### src/verilog/gmsr_pkg.sv
// constants and types shared by the gigabit role register group
package gmsr_pkg;
   // register indices; byte address on the bus is four times the index
   localparam logic [4:0]  IDX_EXPANSION  = 5'h06; // page-received flag
   localparam logic [4:0]  IDX_NEXT_PAGE  = 5'h08; // received next page
   localparam logic [4:0]  IDX_ROLE_CTRL  = 5'h09; // role control
   localparam logic [4:0]  IDX_ROLE_STAT  = 5'h0a; // role status
   localparam logic [4:0]  IDX_RESET_CTRL = 5'h1f; // soft and logic reset
   localparam logic [4:0]  IDX_NONE       = 5'h00; // decode miss marker
   localparam int          IDX_LSB        = 2;     // word index lsb
   localparam int          IDX_MSB        = 6;     // word index msb

   // received next page fields
   localparam logic [15:0] NP_RESET       = 16'h2000; // message page set
   // role control fields
   localparam int          CTL_TM_LSB     = 13;    // test mode 15:13
   localparam int          CTL_BITS_LSB   = 8;     // strap bits 12:8
   localparam logic [2:0]  TM_NORMAL      = 3'h0;  // normal operation
   localparam logic [2:0]  TM_LAST_VALID  = 3'h4;  // distortion test
   // order of the five strapped bits, msb first
   localparam int          SB_MAN_EN      = 4;     // manual enable
   localparam int          SB_MAN_VAL     = 3;     // manual master
   localparam int          SB_MULTI       = 2;     // multiport
   localparam int          SB_ADV_FD      = 1;     // advertise full
   localparam int          SB_ADV_HD      = 0;     // advertise half
   // role status fields
   localparam int          ST_FAULT       = 15;
   localparam int          ST_ROLE        = 14;
   localparam int          ST_LOC_OK      = 13;
   localparam int          ST_REM_OK      = 12;
   localparam int          ST_LP_FD       = 11;
   localparam int          ST_LP_HD       = 10;
   localparam logic [7:0]  IDLE_MAX       = 8'hff; // saturation value
   // expansion and reset control fields
   localparam int          EXP_PAGE_RX    = 1;
   localparam int          RST_SOFT       = 1;
   localparam int          RST_LOGIC      = 0;

   // bus response codes
   localparam logic [1:0]  RESP_OKAY      = 2'h0;
   localparam logic [1:0]  RESP_SLVERR    = 2'h2;

   // strap capture phase, gray along the path
   typedef enum logic [1:0] {
      GMSR_SYNC1 = 2'h0,
      GMSR_SYNC2 = 2'h1,
      GMSR_RUN   = 2'h3
   } gmsr_phase_t;
endpackage

### src/verilog/gmsr_regs.sv
// gigabit next-page, role control and role status registers, axi4-lite
//
// Functional notes
// - received next page fields are read-only
// - toggle bit reads as received page toggle
// - acknowledge-2 shows partner compliance with message
// - three-bit test mode, reserved codes, reset normal
// - bit 12 enables manual role configuration
// - bit 11 forces master, only when manual
// - bit 10 multiport, only when automatic
// - bits 9 and 8 advertise gigabit duplex
// - control bits 12:8 reset from strap pins
// - role fault latches until status read
// - status bit 14 shows resolved role
// - local and remote receiver status bits
// - partner abilities valid only with page-received
// - idle error counter in status bits 7:0
// - counter clears on read and resets
// - counter saturates at all ones
// - saturation offered as an interrupt event
// - three 16-bit registers at indices 8-10
// - page-received flag at index 6 latches high
//
// Our own choice: the AXI4-Lite interface to the registers.
`timescale 1ns/1ps
module gmsr_regs #(
   parameter int          ADDR_W     = 8,   // axi address width
   // strapped value of control bits 12:8 for each strap mode
   parameter logic [3:0][4:0] STRAP_CTRL = {5'h03, 5'h03, 5'h1b, 5'h1b}
) (
   input  wire logic              clock,
   input  wire logic              rst_n,
   // axi4-lite slave
   input  wire logic [ADDR_W-1:0] s_axi_awaddr,
   input  wire logic              s_axi_awvalid,
   output logic                   s_axi_awready,
   input  wire logic [31:0]       s_axi_wdata,
   input  wire logic [3:0]        s_axi_wstrb,
   input  wire logic              s_axi_wvalid,
   output logic                   s_axi_wready,
   output logic [1:0]             s_axi_bresp,
   output logic                   s_axi_bvalid,
   input  wire logic              s_axi_bready,
   input  wire logic [ADDR_W-1:0] s_axi_araddr,
   input  wire logic              s_axi_arvalid,
   output logic                   s_axi_arready,
   output logic [31:0]            s_axi_rdata,
   output logic [1:0]             s_axi_rresp,
   output logic                   s_axi_rvalid,
   input  wire logic              s_axi_rready,
   // mode strap pins, asynchronous
   input  wire logic [1:0]        mode_strap,
   // events and levels from the negotiation and receive logic
   input  wire logic              page_rx_pulse,
   input  wire logic [15:0]       page_rx_word,
   input  wire logic              role_fault_pulse,
   input  wire logic              role_is_master,
   input  wire logic              local_rx_ok,
   input  wire logic              remote_rx_ok,
   input  wire logic              partner_gig_full_duplex,
   input  wire logic              partner_gig_half_duplex,
   input  wire logic              idle_err_pulse,
   // controls toward the physical layer
   output logic [2:0]             test_mode,
   output logic                   role_manual_en,
   output logic                   role_force_master,
   output logic                   port_multiport,
   output logic                   adv_gig_full,
   output logic                   adv_gig_half,
   output logic                   idle_err_saturated
);

   // whole module state, registered as one
   typedef struct packed {
      // write channel holding
      logic                 aw_held;     // write address captured
      logic [4:0]           aw_idx;      // decoded write index
      logic                 aw_hit;      // write address mapped
      logic                 w_held;      // write data captured
      logic [15:0]          w_data;      // low half of write data
      logic [1:0]           w_strb;      // low two byte lanes
      logic                 awready;
      logic                 wready;
      logic                 bvalid;
      logic [1:0]           bresp;
      // read channel
      logic                 arready;
      logic                 rvalid;
      logic [31:0]          rdata;
      logic [1:0]           rresp;
      // strap synchroniser and capture
      logic [1:0]           strap_s1;    // first stage, read by s2 only
      logic [1:0]           strap_s2;
      logic [1:0]           strap_mode;  // captured mode
      gmsr_pkg::gmsr_phase_t phase;
      // register contents
      logic [15:0]          np_word;     // last received next page
      logic                 page_rx;     // latched page-received
      logic [2:0]           ctl_tm;      // test mode field
      logic [4:0]           ctl_bits;    // control bits 12:8
      logic                 fault;       // latched role fault
      logic [7:0]           idle_cnt;    // idle error count
      // registered outputs
      logic [2:0]           tm_o;
      logic                 man_en_o;
      logic                 force_m_o;
      logic                 multi_o;
      logic                 adv_fd_o;
      logic                 adv_hd_o;
      logic                 sat_o;
   } gmsr_state_t;

   gmsr_state_t st_ff;   // current state
   gmsr_state_t nxt_st;  // next state

   // map a byte address onto a register index, miss gives IDX_NONE
   function automatic logic [4:0] gmsr_decode(
      input logic [ADDR_W-1:0] addr
   );
      logic [4:0] idx;
      idx = addr[gmsr_pkg::IDX_MSB:gmsr_pkg::IDX_LSB];
      if (addr[ADDR_W-1:gmsr_pkg::IDX_MSB+1] != '0) begin
         gmsr_decode = gmsr_pkg::IDX_NONE;
      end else if (idx == gmsr_pkg::IDX_EXPANSION ||
                   idx == gmsr_pkg::IDX_NEXT_PAGE ||
                   idx == gmsr_pkg::IDX_ROLE_CTRL ||
                   idx == gmsr_pkg::IDX_ROLE_STAT ||
                   idx == gmsr_pkg::IDX_RESET_CTRL) begin
         gmsr_decode = idx;
      end else begin
         gmsr_decode = gmsr_pkg::IDX_NONE;
      end
   endfunction

   // next-state logic for the whole group
   always_comb begin
      logic [4:0]  rd_idx;     // decoded read index
      logic        rd_take;    // read address accepted now
      logic        wr_do;      // write performed now
      logic        soft_rst;   // software reset requested
      logic        logic_rst;  // logic reset requested
      logic        rd_stat;    // status register read now
      logic        rd_exp;     // expansion register read now
      logic [15:0] rd_val;     // 16-bit read value
      logic [4:0]  strap_val;  // strapped control bits
      rd_idx    = gmsr_decode(s_axi_araddr);
      rd_take   = s_axi_arvalid && st_ff.arready;
      wr_do     = st_ff.aw_held && st_ff.w_held && !st_ff.bvalid;
      soft_rst  = 1'b0;
      logic_rst = 1'b0;
      rd_stat   = rd_take && rd_idx == gmsr_pkg::IDX_ROLE_STAT;
      rd_exp    = rd_take && rd_idx == gmsr_pkg::IDX_EXPANSION;
      rd_val    = 16'h0000;
      strap_val = STRAP_CTRL[st_ff.strap_mode];
      nxt_st    = st_ff;

      // strap pins cross into the clock domain first
      nxt_st.strap_s1 = mode_strap;
      nxt_st.strap_s2 = st_ff.strap_s1;

      // write address: hold until the response is taken
      if (s_axi_awvalid && st_ff.awready) begin
         nxt_st.aw_held = 1'b1;
         nxt_st.aw_idx  = gmsr_decode(s_axi_awaddr);
         nxt_st.aw_hit  = gmsr_decode(s_axi_awaddr) != gmsr_pkg::IDX_NONE;
      end
      // write data: either order with the address is fine
      if (s_axi_wvalid && st_ff.wready) begin
         nxt_st.w_held = 1'b1;
         nxt_st.w_data = s_axi_wdata[15:0];
         nxt_st.w_strb = s_axi_wstrb[1:0];
      end

      // perform the write once both halves are in
      if (wr_do) begin
         nxt_st.bvalid = 1'b1;
         nxt_st.bresp  = st_ff.aw_hit ? gmsr_pkg::RESP_OKAY
                                      : gmsr_pkg::RESP_SLVERR;
         case (st_ff.aw_idx)
            gmsr_pkg::IDX_ROLE_CTRL: begin
               // only the upper byte holds writable bits
               if (st_ff.w_strb[1]) begin
                  nxt_st.ctl_tm   = st_ff.w_data[15:13];
                  nxt_st.ctl_bits = st_ff.w_data[12:8];
               end
            end
            gmsr_pkg::IDX_RESET_CTRL: begin
               // self-clearing strobes, nothing stored
               if (st_ff.w_strb[0]) begin
                  soft_rst  = st_ff.w_data[gmsr_pkg::RST_SOFT];
                  logic_rst = st_ff.w_data[gmsr_pkg::RST_LOGIC];
               end
            end
            default: begin
               // read-only or unmapped: write has no effect
               nxt_st.ctl_tm = st_ff.ctl_tm;
            end
         endcase
      end
      // response handshake frees both channels again
      if (st_ff.bvalid && s_axi_bready) begin
         nxt_st.bvalid = 1'b0;
         nxt_st.aw_held = 1'b0;
         nxt_st.w_held  = 1'b0;
      end
      nxt_st.awready = !nxt_st.aw_held;
      nxt_st.wready  = !nxt_st.w_held;

      // read value, reserved bits stay zero
      case (rd_idx)
         gmsr_pkg::IDX_EXPANSION: begin
            rd_val[gmsr_pkg::EXP_PAGE_RX] = st_ff.page_rx;
         end
         gmsr_pkg::IDX_NEXT_PAGE: begin
            // toggle, ack2 and code read as received
            rd_val = st_ff.np_word;
         end
         gmsr_pkg::IDX_ROLE_CTRL: begin
            rd_val[15:13] = st_ff.ctl_tm;
            rd_val[12:8]  = st_ff.ctl_bits;
         end
         gmsr_pkg::IDX_ROLE_STAT: begin
            rd_val[gmsr_pkg::ST_FAULT]  = st_ff.fault;
            rd_val[gmsr_pkg::ST_ROLE]   = role_is_master;
            rd_val[gmsr_pkg::ST_LOC_OK] = local_rx_ok;
            rd_val[gmsr_pkg::ST_REM_OK] = remote_rx_ok;
            // valid only while the page-received flag is up
            rd_val[gmsr_pkg::ST_LP_FD]  = partner_gig_full_duplex;
            rd_val[gmsr_pkg::ST_LP_HD]  = partner_gig_half_duplex;
            rd_val[7:0] = st_ff.idle_cnt;
         end
         default: begin
            // reset control strobes and misses read as zero
            rd_val = 16'h0000;
         end
      endcase

      // read channel, one outstanding read
      if (rd_take) begin
         nxt_st.arready = 1'b0;
         nxt_st.rvalid  = 1'b1;
         nxt_st.rdata   = {16'h0000, rd_val};
         nxt_st.rresp   = (rd_idx == gmsr_pkg::IDX_NONE)
                          ? gmsr_pkg::RESP_SLVERR : gmsr_pkg::RESP_OKAY;
      end
      if (st_ff.rvalid && s_axi_rready) begin
         nxt_st.rvalid  = 1'b0;
         nxt_st.arready = 1'b1;
      end

      // received next page captured whole on arrival
      if (page_rx_pulse) begin
         nxt_st.np_word = page_rx_word;
      end
      // page-received latch: clear on read, a new page wins
      if (rd_exp) begin
         nxt_st.page_rx = 1'b0;
      end
      if (page_rx_pulse) begin
         nxt_st.page_rx = 1'b1;
      end

      // role fault latch: clear on status read, new fault wins
      if (rd_stat) begin
         nxt_st.fault = 1'b0;
      end
      if (role_fault_pulse) begin
         nxt_st.fault = 1'b1;
      end

      // idle error counter: read clears, error after clear still counts
      if (rd_stat) begin
         nxt_st.idle_cnt = 8'h00;
      end
      if (idle_err_pulse) begin
         if (rd_stat) begin
            nxt_st.idle_cnt = 8'h01;
         end else if (st_ff.idle_cnt != gmsr_pkg::IDLE_MAX) begin
            nxt_st.idle_cnt = st_ff.idle_cnt + 8'h01;
         end else begin
            // held at all ones so overflow stays visible
            nxt_st.idle_cnt = gmsr_pkg::IDLE_MAX;
         end
      end

      // logic reset only clears the counter, register sets stay
      if (logic_rst || soft_rst) begin
         nxt_st.idle_cnt = 8'h00;
      end
      // software reset returns the group to its strapped defaults
      if (soft_rst) begin
         nxt_st.ctl_tm   = gmsr_pkg::TM_NORMAL;
         nxt_st.ctl_bits = strap_val;
         nxt_st.np_word  = gmsr_pkg::NP_RESET;
         nxt_st.page_rx  = 1'b0;
         nxt_st.fault    = 1'b0;
      end

      // strap capture after reset release, synchroniser settles first
      // pins moving after capture no longer change the defaults
      case (st_ff.phase)
         gmsr_pkg::GMSR_SYNC1: begin
            nxt_st.phase = gmsr_pkg::GMSR_SYNC2;
         end
         gmsr_pkg::GMSR_SYNC2: begin
            nxt_st.phase      = gmsr_pkg::GMSR_RUN;
            nxt_st.strap_mode = st_ff.strap_s2;
            nxt_st.ctl_bits   = STRAP_CTRL[st_ff.strap_s2];
         end
         gmsr_pkg::GMSR_RUN: begin
            nxt_st.phase = gmsr_pkg::GMSR_RUN;
         end
         default: begin
            nxt_st.phase = gmsr_pkg::GMSR_SYNC1;
         end
      endcase

      // reserved test codes fall back to normal operation
      nxt_st.tm_o = (nxt_st.ctl_tm > gmsr_pkg::TM_LAST_VALID)
                    ? gmsr_pkg::TM_NORMAL : nxt_st.ctl_tm;
      // manual role settings apply only while manual is enabled
      nxt_st.man_en_o  = nxt_st.ctl_bits[gmsr_pkg::SB_MAN_EN];
      nxt_st.force_m_o = nxt_st.ctl_bits[gmsr_pkg::SB_MAN_EN] &&
                         nxt_st.ctl_bits[gmsr_pkg::SB_MAN_VAL];
      // port type only matters to automatic resolution
      nxt_st.multi_o   = !nxt_st.ctl_bits[gmsr_pkg::SB_MAN_EN] &&
                         nxt_st.ctl_bits[gmsr_pkg::SB_MULTI];
      nxt_st.adv_fd_o  = nxt_st.ctl_bits[gmsr_pkg::SB_ADV_FD];
      nxt_st.adv_hd_o  = nxt_st.ctl_bits[gmsr_pkg::SB_ADV_HD];
      // level event for the interrupt controller while saturated
      nxt_st.sat_o = nxt_st.idle_cnt == gmsr_pkg::IDLE_MAX;
   end

   // single register stage, synchronous active-low reset
   always_ff @(posedge clock) begin
      if (!rst_n) begin
         st_ff            <= '0;
         st_ff.awready    <= 1'b1;
         st_ff.wready     <= 1'b1;
         st_ff.arready    <= 1'b1;
         st_ff.bresp      <= gmsr_pkg::RESP_OKAY;
         st_ff.rresp      <= gmsr_pkg::RESP_OKAY;
         st_ff.phase      <= gmsr_pkg::GMSR_SYNC1;
         // strap synchroniser keeps running through reset, so the
         // capture two edges after release sees settled pins
         st_ff.strap_s1   <= mode_strap;
         st_ff.strap_s2   <= st_ff.strap_s1;
         st_ff.np_word    <= gmsr_pkg::NP_RESET;
         st_ff.ctl_tm     <= gmsr_pkg::TM_NORMAL;
         st_ff.idle_cnt   <= 8'h00;
      end else begin
         st_ff <= nxt_st;
      end
   end

   // every output straight from the state register
   assign s_axi_awready      = st_ff.awready;
   assign s_axi_wready       = st_ff.wready;
   assign s_axi_bvalid       = st_ff.bvalid;
   assign s_axi_bresp        = st_ff.bresp;
   assign s_axi_arready      = st_ff.arready;
   assign s_axi_rvalid       = st_ff.rvalid;
   assign s_axi_rdata        = st_ff.rdata;
   assign s_axi_rresp        = st_ff.rresp;
   assign test_mode          = st_ff.tm_o;
   assign role_manual_en     = st_ff.man_en_o;
   assign role_force_master  = st_ff.force_m_o;
   assign port_multiport     = st_ff.multi_o;
   assign adv_gig_full       = st_ff.adv_fd_o;
   assign adv_gig_half       = st_ff.adv_hd_o;
   assign idle_err_saturated = st_ff.sat_o;

endmodule

### config.mk
export PLATFORM = sky130hd
export DESIGN_NAME = gmsr_regs
export DESIGN_NICKNAME = d
export VERILOG_FILES = /design/src/verilog/gmsr_pkg.sv /design/src/verilog/gmsr_regs.sv
export SDC_FILE = /design/constraint.sdc
export NUM_CORES = 1
export LEC_CHECK = 0
export ABC_CLOCK_PERIOD_IN_PS = 2500
export BUFFER_PORTS_ARGS = -buffer_cell sky130_fd_sc_hd__buf_2
export CORE_MARGIN = 3
export CORE_UTILIZATION = 40
export CTS_CLUSTER_DIAMETER = 150
export DETAILED_ROUTE_END_ITERATION = 10
export PLACE_DENSITY = 0.72
export SLEW_MARGIN = 30
export SYNTH_ARGS = -nofsm -noshare
export SYNTH_HDL_FRONTEND = slang
export SYNTH_SLANG_ARGS = --single-unit
### constraint.sdc
create_clock -name clock -period 2.5 [get_ports clock]
set_input_delay 0.125 -clock clock [delete_from_list [all_inputs] [get_ports clock]]
set_output_delay 0.125 -clock clock [all_outputs]
set_load 0.005 [all_outputs]
======== Yosys cells after proc, flatten, opt, wreduce, memory -nomap -nowiden ========
Index checks and enable logic that the tools add are counted.
W data, S select, Z words.
operators by class
  bitwise operators ....................... 1
  add/subtract/negate cells ............... 1
  eq/ne operators ......................... 20
  muxes and demuxes ....................... 42
  reduce and logical (&&, ||, !) cells .... 34
  magnitude comparators ................... 3
operator list
  kind                   count
  $mux W8                7
  $eq A5 B4 Y1 const B   10
  $mux W5                9
  $bmux W5 S2            2
  $mux W19               1
  $pmux W6 S3            1
  $eq A5 B3 Y1 const B   3
  $eq A5 B5 Y1 const B   3
  $mux W1                12
  $pmux W6 S2            1
  $logic_and A1 B1 Y1    11
  $reduce_or A2 Y1       5
  $logic_or A1 B1 Y1     9
  $mux W9                1
  $add A8 B1 Y8 const B  1
  $eq A8 B8 Y1 const B   1
  $ne A8 B8 Y1 const B   1
  $pmux W2 S2            2
  $mux W7                1
  $lt A2 B3 Y1 const B   2
  $logic_not A5 Y1       1
  $reduce_bool A5 Y1     1
  $logic_not A1 Y1       4
  $mux W2                2
  other kinds (9)        10
word-level totals
  logic and storage cells ................. 132
  output and inout bits ................... 50
  register bits ........................... 102

======== Logic depth before layout (Yosys ltp) ========
Gate-level depths: netlist (run 1).
  depth in word-level cells ............... 15
  mapped depth ............................ 6

======== Worst setup path before layout (run 1) ========
No wires, ideal clock.
  path kind ............................... flip-flop to flip-flop
  from .................................... reg st_ff[9] in the netlist's numbering
  to ...................................... reg st_ff, in the netlist idle_err_saturated
  period minus slack after synthesis ...... 1.786 ns
  arrival time ............................ 1.700 ns
  path buffers ............................ 0
  cell stages (with the launch flop) ...... 7
  path slack .............................. 0.714 ns
  path through ............................ dfxtp_1 ha_1 and2_1 nand3_1 mux2i_1 or4b_1 a211oi_1
on the way
  cells in the longest elaborated chain, start to end .. 6
  elaborated cells between the ends (all ways) .. 8
RTL lines
  what                                           RTL line                            text
  from (decl)                                    gmsr_regs.sv:113                    gmsr_state_t st_ff;
  from (signal assigned)                         gmsr_regs.sv:352                    st_ff <= nxt_st;
  $add A8 B1 Y8 or $ne A8 B8 Y1 (tied branches)  gmsr_regs.sv:279, gmsr_regs.sv:278
  $mux W8                                        gmsr_regs.sv:278                    end else if (st_ff.idle_cnt != gmsr_pkg::IDLE_MAX) begin
  $mux W8                                        gmsr_regs.sv:276                    if (rd_stat) begin
  $mux W8 (*)                                    gmsr_regs.sv:275                    if (idle_err_pulse) begin
  $mux W8 (*)                                    gmsr_regs.sv:287                    if (logic_rst || soft_rst) begin
  $eq A8 B8 Y1 (*)                               gmsr_regs.sv:331                    nxt_st.sat_o = nxt_st.idle_cnt == gmsr_pkg::IDLE_MAX;
Mark *: on every way between the ends. The rest lies on a longest branch, timed or not.
A chain may end at the register's enable or synchronous reset.

======== Worst setup path after layout (run 1) ========
Ends and elaborated chain as after synthesis.

==> results of run 1 <==
==> layout by cell type, fill, tap and decap left out, types with 2 or more instances in the layout <==
cell            n
a211o_1         2
a211oi_1        9
a21boi_0        2
a21oi_1        30
a221o_1         2
a221oi_1       10
a222oi_1        6
a31oi_1         4
a32oi_1         3
and2_1          7
and4_1          2
buf_2          87
buf_4           7
clkbuf_8       10
clkinvlp_4      2
conb_1         18
dfxtp_1        88
dlygate4sd3_1  12
inv_1           7
mux2i_1        24
nand2_1        52
nand2b_1        3
nand3_1        13
nand4_1         4
nor2_1         52
nor2b_1         4
nor3_1         13
nor4b_2         2
o21ai_0        13
o22ai_1         3
or3_1           4
or4b_1          2
xnor2_1         2
==> routing by layer <==
layer	track usage, %	share of wire [%]	up-vias
met5	0	0	-
met4	5.37	0.90	0
met3	4.10	6.5	8
met2	27.9	48	120
met1	22.0	45	1591
li1	-	-	1692
==> power by group through the flow <==
stage | logic (W) | registers, W | clock network [W]
floorplan | 0.000221 | 0.00153 | 0
global placement | 0.000295 | 0.00154 | 0
detailed placement | 0.000302 | 0.00155 | 0
CTS | 0.000317 | 0.00151 | 0.00104
global route | 0.000356 | 0.00152 | 0.00109
finish | 0.000317 | 0.00151 | 0.00100
==> metrics by stage <==
step	hold WS [ns]	cell area [sq um]	std cells	total power, W	util [%]
after floorplan	0.153	4040	467	0.00175	-
after global placement	0.245	4310	630	0.00184	45.5
after detailed placement	0.242	4310	630	0.00185	45.5
after CTS	0.00115	4630	658	0.00286	49.0
after global routing	0.00826	4630	658	0.00297	49.0
final	0.0202	4630	658	0.00283	49.0
==> state kept, by name, indices dropped and copies added (netlist names) <==
name                cells
port_multiport          1
s_axi_arready           1
idle_err_saturated      1
role_force_master       1
test_mode               3
s_axi_rresp             1
st_ff                  58
s_axi_bresp             1
s_axi_rdata            16
s_axi_awready           1
s_axi_bvalid            1
s_axi_rvalid            1
s_axi_wready            1
nxt_st                  1
==> worst max path at each step <==
stage / to / slack (ns) / depth (start not counted)
2_1_floorplan: idle_err_saturated / 0.71 / 6
6_report: idle_err_saturated / 0.37 / 6
5_1_grt: idle_err_saturated / 0.19 / 6
4_1_cts: idle_err_saturated / 0.41 / 6
3_3_place_gp: idle_err_saturated / 0.51 / 6
3_5_place_dp: idle_err_saturated / 0.45 / 6
==> layout make-up <==
type	count	share of cell area [%]
multi-input combinational	311	40.3
sequential	88	38.0
timing repair buffer	106	13.1
tap	129	3.48
clock buffer	10	2.97
clock inverter	6	1.46
inverter	8	0.648
==> kinds of logic (layout without fill, tap and decap cells) <==
| kind of cell | Yosys count | in the layout |
|---|---|---|
| simple gates | 173 | 173 |
| compound gates | 92 | 92 |
| flops | 88 | 88 |
| buf+inv | 68 | 130 |
| mux | 25 | 25 |
| xor+xnor | 2 | 2 |
| fa+ha+maj | 1 | 1 |
| other cells | 1 | 18 |
==> tightest hold or removal path, delay by kind of cell <==
kind	cells	cell delay (ns)
buffers and inverters	1	0.08
AND/OR/NAND/NOR	1	0.08
multiplexers	1	0.06
==> impl_metrics.yaml, run 1 <==
outcome:
  outcome: "completed"
synth:
  synth_compound_area_share_pct: 16.1
  synth-simple-area-share_pct: 22.1
  synth_xor_area_share_pct: 0.441
  ys.flop_type: "dfxtp_1"
  async_reset_ff_share_pct: 0
  ys_warn_count: 0
  synth_area_leaders: "dfxtp_1, buf_4, mux2i_1, nand2_1, nor2_1"
  yosysMostFrequentCell: "dfxtp_1"
  synth_top_area_share_pct: 44.3
  ys_types: 58
  syn_area_sq_mm: 0.00398
  seq_area_frac_synth_pct: 44.3
  yosysTopAreaCell: "dfxtp_1"
  postSynthCellCount: 450
  ys_ff_latch: 88
  synth-adder-area-share_pct: 0.315
  synthMuxAreaShare_pct: 6.33
  syn_area_per_cell_sq_um: 8.83
  synth_edf_count: 0
  ys_top_cells_by_count: "dfxtp_1, nand2_1, nor2_1"
  synth_top_family_by_area: "simple AND/OR/NAND/NOR gates"
pwr:
  leakage_nw: 1.94
  power.density_mw_per_mm2: 611
  seq_power_share_pct: 53.5
  power_frac_clock_pct: 35.3
  ir_drop_mv: 0.263
  netSwitchingPower_w: 0.000727
  swShare_pct: 25.7
  intPower_w: 0.00210
  p_comb_share_pct: 11.2
global_routing:
  grt_max_degree: 44
  grt_use_total_pct: 17.0
  grt_pass1_wl_um: 15500
  grt_pass1_vias: 3206
  antenna_found_initial: 0
  overflow: 0
floorplanning:
  fp.dieH_um: 106
  initial_core_util_pct: 42.0
  core_sq_mm: 0.00946
  dieArea_sq_mm: 0.0112
  io_pins: 135
  die_w_um: 106
  rows: 35
finish:
  area_growth_pct: 16.6
  nNetsFinal: 610
  multi_input_area_sq_mm: 0.00187
  fill_cells: 912
  seqCellArea_sq_mm: 0.00176
  drive_gt1_share_pct: 23.6
  antenna_cells: 0
sta:
  setup_viol: 0
  hold_viol_final: 0
  setup_tns_ns: 0
  worst_pin_slew_ns: 0.641
  period_minus_slack_ns: 2.13
  layout_setup_ws_ns: 0.374
  report.final.slew_viol_count: 0
  max_clock_freq_ghz: 0.470
  slew_headroom_pct: 57.2
  finalClockSkew_ns: 0.0127
  rsz0062_at_grt: "no"
  min_period_over_period_pct: 85.0
worst_hold_path:
  hold_start: "page_rx_word[2]"
  min_delay_worst_endpoint: "st_ff[29]"
  whs_path_depth: 3
  worstHoldPathType: "in2reg"
worst_setup_path:
  path_buf_inv: 0
  r2r_slack_ns: 0.37
  crit_path_start_kind: "register"
  cp_top_family: "simple AND/OR/NAND/NOR gates"
  crit_type: "reg2reg"
  cp_cell_sequence: "ha_1 > and2_1 > nand3_1 > mux2i_1 > or4b_1 > a211oi_1"
  critPathRequiredTime_ns: 2.76
  reg2reg_from: "st_ff[9]"
  worstPathArrival_ns: 2.38
  cp_max_fo: 7
  crit_slowest_cell: "or4b_1"
  crit_path_end_kind: "register"
  max_stage_delay_ns: 0.53
  startpoint: "st_ff[9]"
  ff2ff_path_depth: 6
  timing.rr.end: "idle_err_saturated"
cts:
  cts_tree: "done"
  clkSlewWorstSetupHoldPaths_ns: 0.09
  htree_levels: 3
  cts_resized: 0
  cts.sink_count: 88
  clock_latency_ns: 0.35
  cts_made_buffers: 9
  root_buffer: "clkbuf_8"
  hold_buffers: 12
  clockBufferDepth: 2
  postCtsSetupRepairBufs: 0
placement:
  place_congestion: 0.859
  dp_hpwl_um: 7060
  pre_cts_ws_ns: 0.446
  io_buffers: 87
flow_run:
  max-cap-violations: 0
route:
  ant_nets: 0
  vias_per_cell: 5.18
  wirelength_um: 9550
  routedWlPerCell_um: 14.5
  drc: 0
  first_pass_iters: 5
  vias: 3411
  drtIter0Drc: 202
(Power assumes the default switching activity.)
==> run 2: changes to the inputs <==
--- a/config.mk
+++ b/config.mk
@@ -5,13 +5,14 @@
 export SDC_FILE = /design/constraint.sdc
 export NUM_CORES = 1
 export LEC_CHECK = 0
-export ABC_CLOCK_PERIOD_IN_PS = 2500
+export ABC_CLOCK_PERIOD_IN_PS = 1800
 export BUFFER_PORTS_ARGS = -buffer_cell sky130_fd_sc_hd__buf_2
+export CAP_MARGIN = 20
 export CORE_MARGIN = 3
 export CORE_UTILIZATION = 40
 export CTS_CLUSTER_DIAMETER = 150
 export DETAILED_ROUTE_END_ITERATION = 10
-export PLACE_DENSITY = 0.72
+export PLACE_DENSITY = 0.74
 export SLEW_MARGIN = 30
 export SYNTH_ARGS = -nofsm -noshare
 export SYNTH_HDL_FRONTEND = slang
==> constraint.sdc (replaced) <==
create_clock -name clock -period 1.8 [get_ports clock]
set_input_delay 0.09 -clock clock [delete_from_list [all_inputs] [get_ports clock]]
set_output_delay 0.09 -clock clock [all_outputs]
set_load 0.005 [all_outputs]
==> impl_metrics.yaml, run 2 (synthesis results as in run 1) <==
route:
  vias_per_cell: 5.16
  wirelength_um: 10100
  routedWlPerCell_um: 14.5
  ant_nets: 0
  vias: 3593
  drc: 0
  drtIter0Drc: 200
  first_pass_iters: 5
worst_setup_path:
  worstPathArrival_ns: 2.03
  cp_cell_sequence: "or4b_4 > a21boi_4 > nand2b_4 > a22o_2 > nor4_4"
  crit_path_end_kind: "register"
  startpoint: "st_ff[114]"
  crit_path_start_kind: "register"
  worstSetupEndpoint: "test_mode[2]"
  ff2ff_path_depth: 5
  crit_slowest_cell: "or4b_4"
  reg2reg_from: "st_ff[114]"
  path_buf_inv: 0
  max_stage_delay_ns: 0.57
  cp_top_family: "simple AND/OR/NAND/NOR gates"
  crit_type: "reg2reg"
  cp_max_fo: 4
  r2r_slack_ns: 0.04
  timing.rr.end: "test_mode[2]"
  cp.depth: 5
  critPathRequiredTime_ns: 2.07
finish:
  design_area_sq_mm: 0.00497
  area_growth_pct: 25.1
  final_core_util_pct: 52.6
  antenna_cells: 0
  regMostFlops: "st_ff"
  largest_reg_flops: 58
  layout_common_cells: "dfxtp_1, buf_2, nor2_1, nand2_1, dlygate4sd3_1"
  fill_cells: 898
  nNetsFinal: 648
  multi_input_area_sq_mm: 0.00188
  final_cells: 696
  drive_gt1_share_pct: 25.6
  seqCellArea_sq_mm: 0.00176
floorplanning:
  core_sq_mm: 0.00946
  die_w_um: 106
  rows: 35
  fp.dieH_um: 106
  dieArea_sq_mm: 0.0112
  io_pins: 135
  initial_core_util_pct: 42.0
placement:
  place_congestion: 0.882
  dpl.cell_count: 648
  dp_hpwl_um: 7320
  postPlaceCellArea_sq_mm: 0.00446
  io_buffers: 87
worst_hold_path:
  worstHoldPathType: "in2reg"
sta:
  setup_viol: 0
  report.final.slew_viol_count: 0
  hold_viol_final: 0
  period_minus_slack_ns: 1.76
  worst_pin_slew_ns: 0.554
  rsz0062_at_grt: "yes"
  max_clock_freq_ghz: 0.568
  finalClockSkew_ns: 0.00984
  holdWs_ns: 0.0364
  slew_headroom_pct: 63.1
  min_period_over_period_pct: 97.8
  setup_tns_ns: 0
flow_run:
  max-cap-violations: 0
outcome:
  outcome: "completed"
cts:
  postCtsSetupRepairBufs: 0
  cts_tree: "done"
  cts_made_buffers: 9
  clock_latency_ns: 0.35
  clkSlewWorstSetupHoldPaths_ns: 0.09
  cts.sink_count: 88
  clockBufferDepth: 2
  htree_levels: 3
  root_buffer: "clkbuf_8"
global_routing:
  grt_max_degree: 31
  grt_use_total_pct: 18.0
  overflow: 0
  grt_pass1_wl_um: 16500
  antenna_found_initial: 0
  grt_pass1_vias: 3475
pwr:
  power.density_mw_per_mm2: 773
  leakage_nw: 2.11
  ir_drop_mv: 0.368
[run 2: cell types whose count changed in the layout (fill, tap and decap cells not counted), sizes merged]
cell / previous run / this run
inv: 8 / 9
buf: 94 / 112
dlygate4sd3: 12 / 32
bufinv: 1 / 0
[run 2: cell type report]
cell class | count | share of cell area (%)
Tap cell | 129 | 3.25
Clock inverter | 6 | 0.856
Inverter | 8 | 0.604
Multi-Input combinational cell | 311 | 37.8
Sequential cell | 88 | 35.5
Timing Repair Buffer | 144 | 19.2
Clock buffer | 10 | 2.77
[run 2: metal layers]
metal / track usage (%) / up-vias / routed length, um
li1: - / 1769 / -
met1: 22.5 / 1668 / 4290
met2: 31.1 / 148 / 5010
met3: 4.04 / 8 / 708
met4: 5.00 / 0 / 65
met5: 0 / - / 0
[run 2: per-stage QoR]
step                power [W]  worst slack, ns
CTS                   0.00388           0.0438
floorplan             0.00243           0.0142
global placement      0.00257            0.104
global route          0.00404          -0.0304
detailed placement    0.00259           0.0671
finish                0.00384           0.0396
[run 2: report_power, final]
part / switching [W] / internal [W] / leakage [nW]
combinational: 0.000268 / 0.000242 / 1.30
sequential: 0.0000547 / 0.00204 / 0.722
clock: 0.000694 / 0.000544 / 0.0891
[run 2: worst min-delay path by stage]
stage | cells after the start | to | startpoint | slack [ns]
finish | 3 | s_axi_rdata[14] | role_is_master | 0.04
global route | 3 | s_axi_rdata[11] | partner_gig_full_duplex | 0.05
CTS | 3 | s_axi_rdata[11] | partner_gig_full_duplex | 0.02
detailed placement | 1 | nxt_st[48] | mode_strap[1] | 0.21
global placement | 1 | nxt_st[48] | mode_strap[1] | 0.20
floorplan | 0 | nxt_st[48] | mode_strap[1] | 0.12
[run 2: repair_timing]
action,CTS,global route
hold buffers,32,0
resized for setup,0,4
endpoints found under the hold margin,32,0
endpoints found under the setup margin,0,4
[run 2: worst reg2reg max path: stages, from the launching register on]
cell and delay (ns):
dfxtp_1 0.36, or4b_4 0.57, a21boi_4 0.17, nand2b_4 0.15, a22o_2 0.24, nor4_4 0.20
==> run 3: changes to the inputs <==
--- a/config.mk
+++ b/config.mk
@@ -11,8 +11,10 @@
 export CORE_MARGIN = 3
 export CORE_UTILIZATION = 40
 export CTS_CLUSTER_DIAMETER = 150
+export CTS_CLUSTER_SIZE = 24
 export DETAILED_ROUTE_END_ITERATION = 10
 export PLACE_DENSITY = 0.74
+export REMOVE_ABC_BUFFERS = 1
 export SLEW_MARGIN = 30
 export SYNTH_ARGS = -nofsm -noshare
 export SYNTH_HDL_FRONTEND = slang
==> impl_metrics.yaml, run 3 (synthesis results as in run 1) <==
outcome:
  outcome: "completed"
worst_hold_path:
  hold_start: "page_rx_word[10]"
  worstHoldPathType: "in2reg"
cts:
  clkSlewWorstSetupHoldPaths_ns: 0.08
  clock_latency_ns: 0.35
  root_buffer: "clkbuf_8"
  postCtsSetupRepairBufs: 0
  clockBufferDepth: 2
  htree_levels: 3
  cts_made_buffers: 9
  cts.sink_count: 88
  cts_tree: "done"
floorplanning:
  core_sq_mm: 0.00946
  dieArea_sq_mm: 0.0112
  initial_core_util_pct: 42.0
  fp.dieH_um: 106
  die_w_um: 106
  io_pins: 135
  rows: 35
worst_setup_path:
  critPathRequiredTime_ns: 2.05
  max_stage_delay_ns: 0.57
  crit_path_end_kind: "register"
  startpoint: "st_ff[116]"
  crit_type: "reg2reg"
  crit_slowest_cell: "or4b_4"
  cp_cell_sequence: "or4b_4 > a21boi_4 > nand2b_4 > a22o_1 > and2_1"
  crit_path_start_kind: "register"
  cp_max_fo: 4
  reg2reg_from: "st_ff[116]"
  worstPathArrival_ns: 2.00
pwr:
  netSwitchingPower_w: 0.00101
  intPower_w: 0.00304
  power.density_mw_per_mm2: 818
  swShare_pct: 24.9
  leakage_nw: 2.10
  p_comb_share_pct: 12.4
  power_frac_clock_pct: 35.8
  ir_drop_mv: 0.351
  seq_power_share_pct: 51.8
sta:
  hold_viol_final: 0
  slew_headroom_pct: 36.6
  setup_viol: 0
  max_clock_freq_ghz: 0.571
  rsz0062_at_grt: "no"
  worst_pin_slew_ns: 0.944
  min_period_over_period_pct: 97.3
  layout_setup_ws_ns: 0.0487
  holdWs_ns: 0.0135
  period_minus_slack_ns: 1.75
  report.final.slew_viol_count: 0
  finalClockSkew_ns: 0.00729
route:
  ant_nets: 0
  vias: 3558
  route.met3.wl_um: 615
  routedWlPerCell_um: 14.8
  wirelength_um: 10100
  highest_layer: "met4"
  drc: 0
  met1_length_um: 4640
  first_pass_iters: 5
  vias_per_cell: 5.19
  dr_wl_met2_um: 4710
  drtIter0Drc: 294
placement:
  place_congestion: 0.872
  dp_hpwl_um: 7310
  io_buffers: 87
  pre_cts_ws_ns: -0.0189
global_routing:
  grt_pass1_wl_um: 16300
  antenna_found_initial: 0
  grt_max_degree: 44
  overflow: 0
  grt_use_total_pct: 17.9
  grt_pass1_vias: 3391
finish:
  nNetsFinal: 637
  largest_reg_flops: 58
  drive_gt1_share_pct: 25.4
  layout_common_cells: "buf_2, dfxtp_1, nor2_1, nand2_1, a21oi_1"
  antenna_cells: 0
  area_growth_pct: 24.4
  regMostFlops: "st_ff"
  layout_commonest_cell: "buf_2"
flow_run:
  max-cap-violations: 0
run 3: cell types whose count changed in the layout (fill, tap and decap cells not counted), sizes merged, moves of 2 or more:
| cell | change |
|---|---|
| clkinvlp | -2 |
| clkbuf | +3 |
| buf | -8 |
| dlygate4sd3 | -3 |
run 3: path summary, 6_finish.rpt:
path	depth (start not counted)	end	slack [ns]
worst max register to register	5	st_ff[24]	0.05
worst min register to register	0	st_ff[48]	0.34
worst min-delay path	3	st_ff[37]	0.01
worst max-delay path	5	st_ff[24]	0.05
run 3: power groups by stage:
stage / registers, W / clock network (W) / logic (W)
after floorplan: 0.00213 / 0 / 0.000226
after global placement: 0.00213 / 0 / 0.000434
after detailed placement: 0.00214 / 0 / 0.000444
after CTS: 0.00209 / 0.00148 / 0.000495
after global routing: 0.00211 / 0.00156 / 0.000558
final: 0.00210 / 0.00145 / 0.000500
run 3: layout make-up:
| class | instances | area (sq um) |
|---|---|---|
| clock buffers | 13 | 169 |
| clock inverters | 3 | 47.5 |
| fillers | 902 | 4510 |
| inverters | 8 | 30.0 |
| multi-input cells | 311 | 1910 |
| flip-flops and latches | 88 | 1770 |
| well taps | 129 | 161 |
| repair buffers | 133 | 866 |
run 3: timing repair:
item                                    in CTS  in global routing
pin swaps                                    1                  2
endpoints found under the hold margin       29                  0
endpoints found under the setup margin       1                  7
hold buffers                                29                  0
resized for setup                            0                 11
run 3: layer usage:
metal,up-vias,global-route usage (%)
met5,-,0
met4,0,6.11
met3,13,3.12
met2,135,29.3
met1,1666,23.9
li1,1744,-
run 3: through the flow:
stage | std cells | instance area, sq um | TNS, ns | total power, W | util (%)
floorplan | 407 | 3660 | -8.12 | 0.00236 | -
global placement | 640 | 4400 | 0 | 0.00257 | 46.5
detailed placement | 640 | 4400 | -0.0477 | 0.00258 | 46.5
CTS | 685 | 4900 | 0 | 0.00407 | 51.8
global route | 685 | 4940 | 0 | 0.00423 | 52.3
finish | 685 | 4940 | 0 | 0.00405 | 52.3
run 3: critical path, delay by kind of cell, from the launching register on:
kind / cells / cell delay, ns
AO/OA/AOI/OAI: 2 / 0.40
flip-flops: 1 / 0.34
AND/OR/NAND/NOR: 3 / 0.91
